===== src/rtl/sst_consts.svh =====
`ifndef SST_CONSTS_SVH
`define SST_CONSTS_SVH

`define SST_CTRL_OFFSET    12'h228
`define SST_STATUS_OFFSET  12'h22c
`define SST_CTRL_RESET     8'h00
`define SST_MODE_LSB       1
`define SST_MASTER_BIT     0
`define SST_PAL_BIT        3
`define SST_LINE_PAL       10'h360
`define SST_LINE_NTSC      10'h35a
`define SST_LINES_PAL      10'h271
`define SST_LINES_NTSC     10'h20d
`define SST_VBLANK_PAL     10'h016
`define SST_VBLANK_NTSC    10'h013
`define SST_HSYNC_WIDTH    10'h040
`define SST_ACTIVE_START   10'h08a

`endif


===== src/rtl/sst_pkg.sv =====
package sst_pkg;
  typedef enum logic [1:0] {
    SST_MODE_EMBED,
    SST_MODE_HFIELD_LO,
    SST_MODE_HVSYNC,
    SST_MODE_HFIELD_HI
  } sst_mode_e;

  typedef enum {
    SST_SEQ_IDLE,
    SST_SEQ_FF,
    SST_SEQ_Z1,
    SST_SEQ_Z2
  } sst_seq_e;

  typedef logic [9:0] sst_count_t;
endpackage


===== src/rtl/sst_code_if.sv =====
`timescale 1ns/100ps
interface sst_code_if;
  logic       code_valid;
  logic       code_blank;
  logic       code_field;
  logic       code_vblank;
  logic       code_active_end;

  modport detector (
    output code_valid,
    output code_blank,
    output code_field,
    output code_vblank,
    output code_active_end
  );
  modport user (
    input code_valid,
    input code_blank,
    input code_field,
    input code_vblank,
    input code_active_end
  );
endinterface


===== src/rtl/sst_code_detect.sv =====
`timescale 1ns/100ps
module sst_code_detect
  import sst_pkg::*;
(
  input  wire logic       pclk,
  input  wire logic       presetn,
  input  wire logic       clk_en,
  input  wire logic [7:0] pixel,
  sst_code_if.detector    code
);
  sst_seq_e seq_reg;

  // Four-byte sequence ff 00 00 xy
  always_ff @(posedge pclk or negedge presetn) begin
    if (!presetn) begin
      seq_reg <= SST_SEQ_IDLE;
    end else if (clk_en) begin
      case (seq_reg)
        SST_SEQ_FF: seq_reg <= (pixel == 8'h00) ? SST_SEQ_Z1 :
                               (pixel == 8'hff) ? SST_SEQ_FF : SST_SEQ_IDLE;
        SST_SEQ_Z1: seq_reg <= (pixel == 8'h00) ? SST_SEQ_Z2 :
                               (pixel == 8'hff) ? SST_SEQ_FF : SST_SEQ_IDLE;
        default:    seq_reg <= (pixel == 8'hff) ? SST_SEQ_FF : SST_SEQ_IDLE;
      endcase
    end
  end

  always_ff @(posedge pclk or negedge presetn) begin
    if (!presetn) begin
      code.code_valid      <= 1'b0;
      code.code_blank      <= 1'b0;
      code.code_field      <= 1'b0;
      code.code_vblank     <= 1'b0;
      code.code_active_end <= 1'b0;
    end else if (clk_en) begin
      code.code_valid <= (seq_reg == SST_SEQ_Z2) && pixel[7];
      if (seq_reg == SST_SEQ_Z2 && pixel[7]) begin
        code.code_field      <= pixel[6];
        code.code_vblank     <= pixel[5];
        code.code_active_end <= pixel[4];
        code.code_blank      <= pixel[5];
      end
    end
  end
endmodule


===== src/rtl/sst_sync_timing.sv =====
// The APB slave port was left to the implementer.
`timescale 1ns/100ps
`include "sst_consts.svh"

////////////////////////////////////////////////////////////////////////////
// Notes on behaviour
// - Mode 0 slave takes all timing from embedded start/end codes only.
// - Mode 0 master drives line-blank on line pin, field bit on frame pin.
// - Mode 1 slave: field change while hsync low starts a new frame.
// - Modes 1 to 3 blank standard blanking lines whatever pixels arrive.
// - Mode 1 master drives hsync and field; data taken edge after.
// - Mode 2: hsync and vsync falling together start the odd field.
// - Mode 2: vsync falling while hsync high starts the even field.
// - Mode 2 master drives hsync and vsync; vsync falls with hsync for every field.
// - Mode 3: field change while hsync high starts a new frame.
// - Mode 3 sync pins are outputs as master, inputs as slave.
// - A line spans 864 (PAL) or 858 (NTSC) half-rate clock periods.
module sst_sync_timing
  import sst_pkg::*;
(
  input  wire logic        pclk,
  input  wire logic        presetn,
  input  wire logic        clk_en,
  input  wire logic        psel,
  input  wire logic        penable,
  input  wire logic        pwrite,
  input  wire logic [11:0] paddr,
  input  wire logic [31:0] pwdata,
  output logic      [31:0] prdata,
  output logic             pready,
  output logic             pslverr,
  input  wire logic [7:0]  pixel_in,
  input  wire logic        hsync_n_in,
  input  wire logic        vsync_n_in,
  output logic             hsync_n_out,
  output logic             hsync_n_oe,
  output logic             vsync_n_out,
  output logic             vsync_n_oe,
  output logic [7:0]       pixel_out,
  output logic             field_out,
  output logic             frame_start
);
  logic [7:0] ctrl_reg;
  logic       half_reg;
  sst_count_t hcount_reg;
  sst_count_t vcount_reg;
  logic       field_reg;
  logic [7:0] pix_s1_reg;
  logic [7:0] pix_s2_reg;
  logic [1:0] hs_sync_reg;
  logic [1:0] vs_sync_reg;
  logic       hs_prev_reg;
  logic       vs_prev_reg;
  logic       slave_line_blank_reg;
  logic       pixel_blank_reg;
  logic       drive_h_reg;
  logic       drive_v_reg;

  sst_mode_e  mode;
  logic       master;
  logic       pal;
  sst_count_t line_len;
  sst_count_t frame_lines;
  sst_count_t vblank_lines;
  logic       line_end;
  logic       hs;
  logic       vs;
  logic       hs_fall;
  logic       vs_fall;
  logic       vs_edge;
  logic       slave_line_start;
  logic       slave_frame;
  logic       slave_field;
  logic       h_next;
  logic       v_next;
  logic       vblank_now;

  sst_code_if code_bus ();

  sst_code_detect u_detect (
    .pclk    (pclk),
    .presetn (presetn),
    .clk_en  (clk_en),
    .pixel   (pix_s2_reg),
    .code    (code_bus.detector)
  );

  ////////////////////////////////////////////////////////////////////////////
  // Mode decode
  assign mode   = sst_mode_e'(ctrl_reg[`SST_MODE_LSB +: 2]);
  assign master = ctrl_reg[`SST_MASTER_BIT];
  assign pal    = ctrl_reg[`SST_PAL_BIT];
  assign line_len     = pal ? `SST_LINE_PAL : `SST_LINE_NTSC;
  assign frame_lines  = pal ? `SST_LINES_PAL : `SST_LINES_NTSC;
  assign vblank_lines = pal ? `SST_VBLANK_PAL : `SST_VBLANK_NTSC;

  ////////////////////////////////////////////////////////////////////////////
  // APB slave
  always_ff @(posedge pclk or negedge presetn) begin
    if (!presetn) begin
      ctrl_reg <= `SST_CTRL_RESET;
    end else if (clk_en && psel && penable && pwrite &&
                 paddr == `SST_CTRL_OFFSET) begin
      ctrl_reg <= pwdata[7:0];
    end
  end

  always_ff @(posedge pclk or negedge presetn) begin
    if (!presetn) begin
      prdata  <= 32'h0000_0000;
      pready  <= 1'b0;
      pslverr <= 1'b0;
    end else if (clk_en) begin
      pready  <= psel && !penable;
      pslverr <= psel && !penable && paddr != `SST_CTRL_OFFSET &&
                 paddr != `SST_STATUS_OFFSET;
      if (psel && !penable && !pwrite) begin
        case (paddr)
          `SST_CTRL_OFFSET:   prdata <= {24'h00_0000, ctrl_reg};
          `SST_STATUS_OFFSET: prdata <= {11'h000, field_reg, vcount_reg,
                                         hcount_reg};
          default:            prdata <= 32'h0000_0000;
        endcase
      end
    end
  end

  ////////////////////////////////////////////////////////////////////////////
  // Input synchronisers
  always_ff @(posedge pclk or negedge presetn) begin
    if (!presetn) begin
      pix_s1_reg  <= 8'h00;
      pix_s2_reg  <= 8'h00;
      hs_sync_reg <= 2'h3;
      vs_sync_reg <= 2'h3;
      hs_prev_reg <= 1'b1;
      vs_prev_reg <= 1'b1;
    end else if (clk_en) begin
      pix_s1_reg  <= pixel_in;
      pix_s2_reg  <= pix_s1_reg;
      hs_sync_reg <= {hs_sync_reg[0], hsync_n_in};
      vs_sync_reg <= {vs_sync_reg[0], vsync_n_in};
      hs_prev_reg <= hs_sync_reg[1];
      vs_prev_reg <= vs_sync_reg[1];
    end
  end

  assign hs      = hs_sync_reg[1];
  assign vs      = vs_sync_reg[1];
  assign hs_fall = hs_prev_reg && !hs;
  assign vs_fall = vs_prev_reg && !vs;
  assign vs_edge = vs_prev_reg != vs;

  ////////////////////////////////////////////////////////////////////////////
  // Slave field decode
  always_comb begin
    slave_line_start = hs_fall;
    slave_frame      = 1'b0;
    slave_field      = field_reg;
    case (mode)
      SST_MODE_EMBED: begin
        slave_line_start = code_bus.code_valid &&
                           code_bus.code_active_end;
        slave_frame      = code_bus.code_valid &&
                           code_bus.code_field != field_reg;
        slave_field      = code_bus.code_field;
      end
      SST_MODE_HFIELD_LO: begin
        slave_frame = vs_edge && !hs;
        slave_field = !vs;
      end
      SST_MODE_HVSYNC: begin
        slave_frame = vs_fall;
        slave_field = !(vs_fall && hs_fall) && hs;
      end
      SST_MODE_HFIELD_HI: begin
        slave_frame = vs_edge && hs;
        slave_field = !vs;
      end
      default: begin
        slave_frame = 1'b0;
      end
    endcase
  end

  ////////////////////////////////////////////////////////////////////////////
  // Half-rate line counter
  assign line_end = half_reg && hcount_reg == line_len - 10'h001;

  always_ff @(posedge pclk or negedge presetn) begin
    if (!presetn) begin
      half_reg   <= 1'b0;
      hcount_reg <= 10'h000;
    end else if (clk_en) begin
      if (!master && slave_line_start) begin
        half_reg   <= 1'b0;
        hcount_reg <= 10'h000;
      end else begin
        half_reg <= !half_reg;
        if (line_end) begin
          hcount_reg <= 10'h000;
        end else if (half_reg) begin
          hcount_reg <= hcount_reg + 10'h001;
        end
      end
    end
  end

  always_ff @(posedge pclk or negedge presetn) begin
    if (!presetn) begin
      vcount_reg  <= 10'h000;
      field_reg   <= 1'b0;
      frame_start <= 1'b0;
    end else if (clk_en) begin
      frame_start <= 1'b0;
      if (!master && slave_frame) begin
        vcount_reg  <= 10'h000;
        field_reg   <= slave_field;
        frame_start <= 1'b1;
      end else if (master && line_end) begin
        if (vcount_reg == frame_lines - 10'h001) begin
          vcount_reg  <= 10'h000;
          field_reg   <= !field_reg;
          frame_start <= 1'b1;
        end else begin
          vcount_reg <= vcount_reg + 10'h001;
        end
      end else if (!master && slave_line_start) begin
        vcount_reg <= vcount_reg + 10'h001;
      end
    end
  end

  ////////////////////////////////////////////////////////////////////////////
  // Master sync generation
  assign vblank_now = vcount_reg < vblank_lines;

  always_comb begin
    h_next = hcount_reg >= `SST_HSYNC_WIDTH;
    v_next = !(vcount_reg < 10'h003);
    case (mode)
      SST_MODE_EMBED: begin
        h_next = hcount_reg >= `SST_ACTIVE_START;
        v_next = field_reg;
      end
      SST_MODE_HFIELD_LO: begin
        v_next = !field_reg;
      end
      SST_MODE_HVSYNC: begin
        v_next = !(vcount_reg < 10'h003);
      end
      SST_MODE_HFIELD_HI: begin
        v_next = !field_reg;
      end
      default: begin
        v_next = 1'b1;
      end
    endcase
  end

  always_ff @(posedge pclk or negedge presetn) begin
    if (!presetn) begin
      hsync_n_out <= 1'b1;
      vsync_n_out <= 1'b1;
      hsync_n_oe  <= 1'b0;
      vsync_n_oe  <= 1'b0;
      drive_h_reg <= 1'b1;
      drive_v_reg <= 1'b1;
    end else if (clk_en) begin
      drive_h_reg <= h_next;
      drive_v_reg <= v_next;
      hsync_n_out <= drive_h_reg;
      vsync_n_out <= drive_v_reg;
      hsync_n_oe  <= master;
      vsync_n_oe  <= master;
    end
  end

  ////////////////////////////////////////////////////////////////////////////
  // Pixel capture and blanking
  always_ff @(posedge pclk or negedge presetn) begin
    if (!presetn) begin
      slave_line_blank_reg <= 1'b1;
      pixel_blank_reg      <= 1'b1;
    end else if (clk_en) begin
      if (code_bus.code_valid) begin
        slave_line_blank_reg <= code_bus.code_blank ||
                                !code_bus.code_active_end;
      end
      if (mode == SST_MODE_EMBED) begin
        pixel_blank_reg <= code_bus.code_valid ? (code_bus.code_blank ||
                           code_bus.code_active_end) :
                           pixel_blank_reg;
      end else begin
        pixel_blank_reg <= vblank_now ||
                           hcount_reg < `SST_ACTIVE_START;
      end
    end
  end

  always_ff @(posedge pclk or negedge presetn) begin
    if (!presetn) begin
      pixel_out <= 8'h00;
      field_out <= 1'b0;
    end else if (clk_en) begin
      pixel_out <= pixel_blank_reg ? 8'h00 : pix_s2_reg;
      field_out <= field_reg;
    end
  end
endmodule


===== config.mk =====
export PLATFORM = sky130hd
export DESIGN_NAME = sst_sync_timing
export DESIGN_NICKNAME = d
export VERILOG_FILES = /design/src/rtl/sst_pkg.sv /design/src/rtl/sst_code_if.sv /design/src/rtl/sst_code_detect.sv /design/src/rtl/sst_sync_timing.sv
export VERILOG_INCLUDE_DIRS = /design/src /design/src/rtl
export SDC_FILE = /design/constraint.sdc
export NUM_CORES = 1
export LEC_CHECK = 0
export BUFFER_PORTS_ARGS = -buffer_cell sky130_fd_sc_hd__buf_2
export CAP_MARGIN = 20
export CORE_AREA = 10 10 109 111
export DETAILED_ROUTE_END_ITERATION = 8
export DIE_AREA = 0 0 119 121
export MAX_ROUTING_LAYER = met4
export PLACE_DENSITY_LB_ADDON = 0.25
export SYNTH_ARGS = -nofsm -noshare
export SYNTH_HDL_FRONTEND = slang
export SYNTH_SLANG_ARGS = --single-unit
export TNS_END_PERCENT = 30

===== constraint.sdc =====
create_clock -name pclk -period 2.1 [get_ports pclk]
set_input_delay 0.525 -clock pclk [delete_from_list [all_inputs] [get_ports pclk]]
set_output_delay 0.525 -clock pclk [all_outputs]
set_load 0.05 [all_outputs]

==> out/qor.csv <==
metric,value,unit
DRT iter0 DRCs,245,
Main synth FF type,dfrtp_1,
Residual DRC,0,
max_cap viols,0,
Yosys cell types,55,
CP arrival,2480,ps
Internal,2.75,mW
Slew Limit Headroom,66.5,%
area grow syn2layout,22.2,%
final hold violation count,0,
fin. max-slew vios,0,
r2r worst-path depth,7,
largest net degree at the start of global routing,60,
Avg Synthesized Cell Area,10.9,um2
Initial Utilization,48.4,%
CTS tree,done,
Placed Area,5420,um2
Placer Congestion,0.884,
number of global-route vias before repair,3839,
crit start category,flop,
sequential-to-total area share from yosys stat,52.3,%
Yosys top cell area share,46.1,%
failing checks,setup timing,
TritonCTS buffer count,9,
Seq cells post-synth,97,
die height,121,um
Core Box Area,9640,um2
Layout Skew,7.94,ps
drt total wl,11400,um
Vias/cell,5.39,
FF-to-FF setup slack,-80,ps
initial antenna violation count,0,
PortBufs,72,
endpoints failing setup,15,
clock power share,29.1,%
Rows,36,
grt met2 use,26.9,%
max FFs per register,21,
HP Class,input port to async pin,
GR Overflow Total,0,
Ys Warns,0,
CP max FO,5,
Worst-Margin Slew,502,ps
largest cells by area after synthesis,"dfrtp_1 (46%), mux2_2 (8.0%), dfstp_2 (6.2%), o21ai_0 (4.5%), o31ai_1 (2.7%)",
leak pwr,2.63,nW
maximum vdd ir drop,0.000362,V
Max clock buf depth,2,
vias,3617,
switching share of power,29.3,%
CP Class,flop to flop,
layout cell share with drive strength beyond 1,36.1,%
HPWL Detailed,8280,um
RR Endpoint,vcount_reg[6]$_DFFE_PN0P_,
number of I/O pins,108,
Post-synth EDFFs,0,
Mapped Cells,429,
Pre-antenna DRT Iters,4,
Setup WS post-layout,-77.2,ps
# H-tree levels,3,
antenna violation net count after detailed routing,0,
status,"finished, violations left",
Global Route Usage Sum,16.8,%
post-route cell area,5700,um2
async set-reset flop share out of synthesis,100,%
post-synth top area cell,dfrtp_1,
GR peak layer,met2,
antenna cells,0,
Power Dens Cells,680,nW/um2
CTS Sinks,97,
R2R Path Start,ctrl_reg[3]$_DFFE_PN0P_,
CP Data Required Time,2400,ps
Period minus WS final,2180,ps
met1 Resource Use GR,20.5,%
fmax,459,MHz
Final TNS setup,-496,ps
die area,14400,um2
Synth Cell Area,4670,um2
RSZ-0062 raised after global routing,true,
Final period util,104,%
CTS root buf,clkbuf_8,
worst skew pair latency,370,ps
switching pwr,1.14,mW
fin nets,602,
most frequent cell after synthesis,dfrtp_1,
first-pass GRT wire length,19300,um
Worst Setup End Kind,flop,
DR WL/cell,16.9,um
clock transition at the registers of the reported paths,90,ps
Die W,119,um
GR Util met3,2.65,%
logic gate share of total power,16.7,%
Commonest cells post-synth,"dfrtp_1 (86), o21ai_0 (42), mux2_2 (33), nand2_1 (29), inv_1 (27)",
Reg power frac,54.1,%
-- cell usage in the layout, fill, tap and decap left out, types with 4 or more instances in the layout --
master     n
mux2_2    33
buf_4     40
buf_2     71
nand4_1    4
a22o_1    14
conb_1    11
o31ai_2    4
dfstp_2   11
clkbuf_8  11
nand3b_1   9
nor2_1    14
dfrtp_1   86
or3_1      4
nand2_1   29
ha_1       8
a21boi_1   4
or4_1      4
nand3_1   16
o21ai_0   37
nor3_1     4
o21ai_1    5
o31ai_1   13
nor2b_1    6
mux2i_1   11
inv_1     27
-- how the worst max path moves through the flow --
stage | from | end | slack, ps | depth (start not counted)
after floorplan | hcount_reg[2]$_DFFE_PN0P_ | vcount_reg[6]$_DFFE_PN0P_ | -120 | 7
after global placement | vs_sync_reg[1]$_DFFE_PN1P_ | vcount_reg[5]$_DFFE_PN0P_ | -120 | 6
after detailed placement | hcount_reg[2]$_DFFE_PN0P_ | vcount_reg[9]$_DFFE_PN0P_ | -180 | 6
after CTS | ctrl_reg[3]$_DFFE_PN0P_ | vcount_reg[6]$_DFFE_PN0P_ | -160 | 7
after global routing | ctrl_reg[3]$_DFFE_PN0P_ | vcount_reg[6]$_DFFE_PN0P_ | -210 | 7
final | ctrl_reg[3]$_DFFE_PN0P_ | vcount_reg[6]$_DFFE_PN0P_ | -80 | 7
-- cell families after synthesis --
logic type | synth area share [%]
AO/OA/AOI/OAI | 15.9
XOR/XNOR | 0.188
adder cells (fa/ha/maj) | 2.41
buffers and inverters | 5.98
flip-flops | 52.3
multiplexers | 10.3
other | 0.0803
AND/OR/NAND/NOR | 12.9
-- repair_timing --
item                                    in CTS  in global routing
pin swaps                                   17                  7
resized for setup                           18                  4
endpoints found under the setup margin      15                 22
gates cloned                                 1                  0
buffers inserted                             3                  0
hold buffers                                 0                  0
-- cell type report --
class	instances	area (um2)
fillers	845	3940
repair buffers	116	738
clock inverters	3	17.5
inverters	27	101
multi-input cells	282	2080
clock buffers	13	159
flip-flops and latches	97	2440
well taps	133	166
-- worst max-delay path, cell delays in order, from the launching register on --
cell	delay (ps)
dfrtp_1	380
or3_1	370
a211o_1	360
nor4_4	160
buf_6	170
o31ai_4	100
or4_4	440
a21boi_2	130
-- layer usage --
layer	wire [um]	share of wire [%]
met3	409	3.6
met4	308	2.7
met5	0	0
met1	5120	45
met2	5520	49
-- power by group through the flow --
| stage | Clock (mW) | Sequential (mW) | Combinational [mW] |
|---|---|---|---|
| floorplan | 0 | 2.20 | 0.333 |
| global placement | 0 | 2.13 | 0.626 |
| detailed placement | 0 | 2.13 | 0.641 |
| CTS | 1.15 | 2.10 | 0.653 |
| global route | 1.22 | 2.12 | 0.720 |
| finish | 1.13 | 2.10 | 0.650 |
-- through the flow --
stage	hold WS, ps	power [mW]	setup slack [ps]	std cells	utilization (%)
2_1_floorplan	229	2.53	-118	439	-
3_3_place_gp	456	2.75	-122	652	56.2
3_5_place_dp	472	2.78	-175	652	56.2
4_1_cts	94.6	3.91	-163	671	59.0
5_1_grt	110	4.06	-206	671	59.2
6_report	85.2	3.88	-77.2	671	59.2
Power figures use the tool's default switching activity.
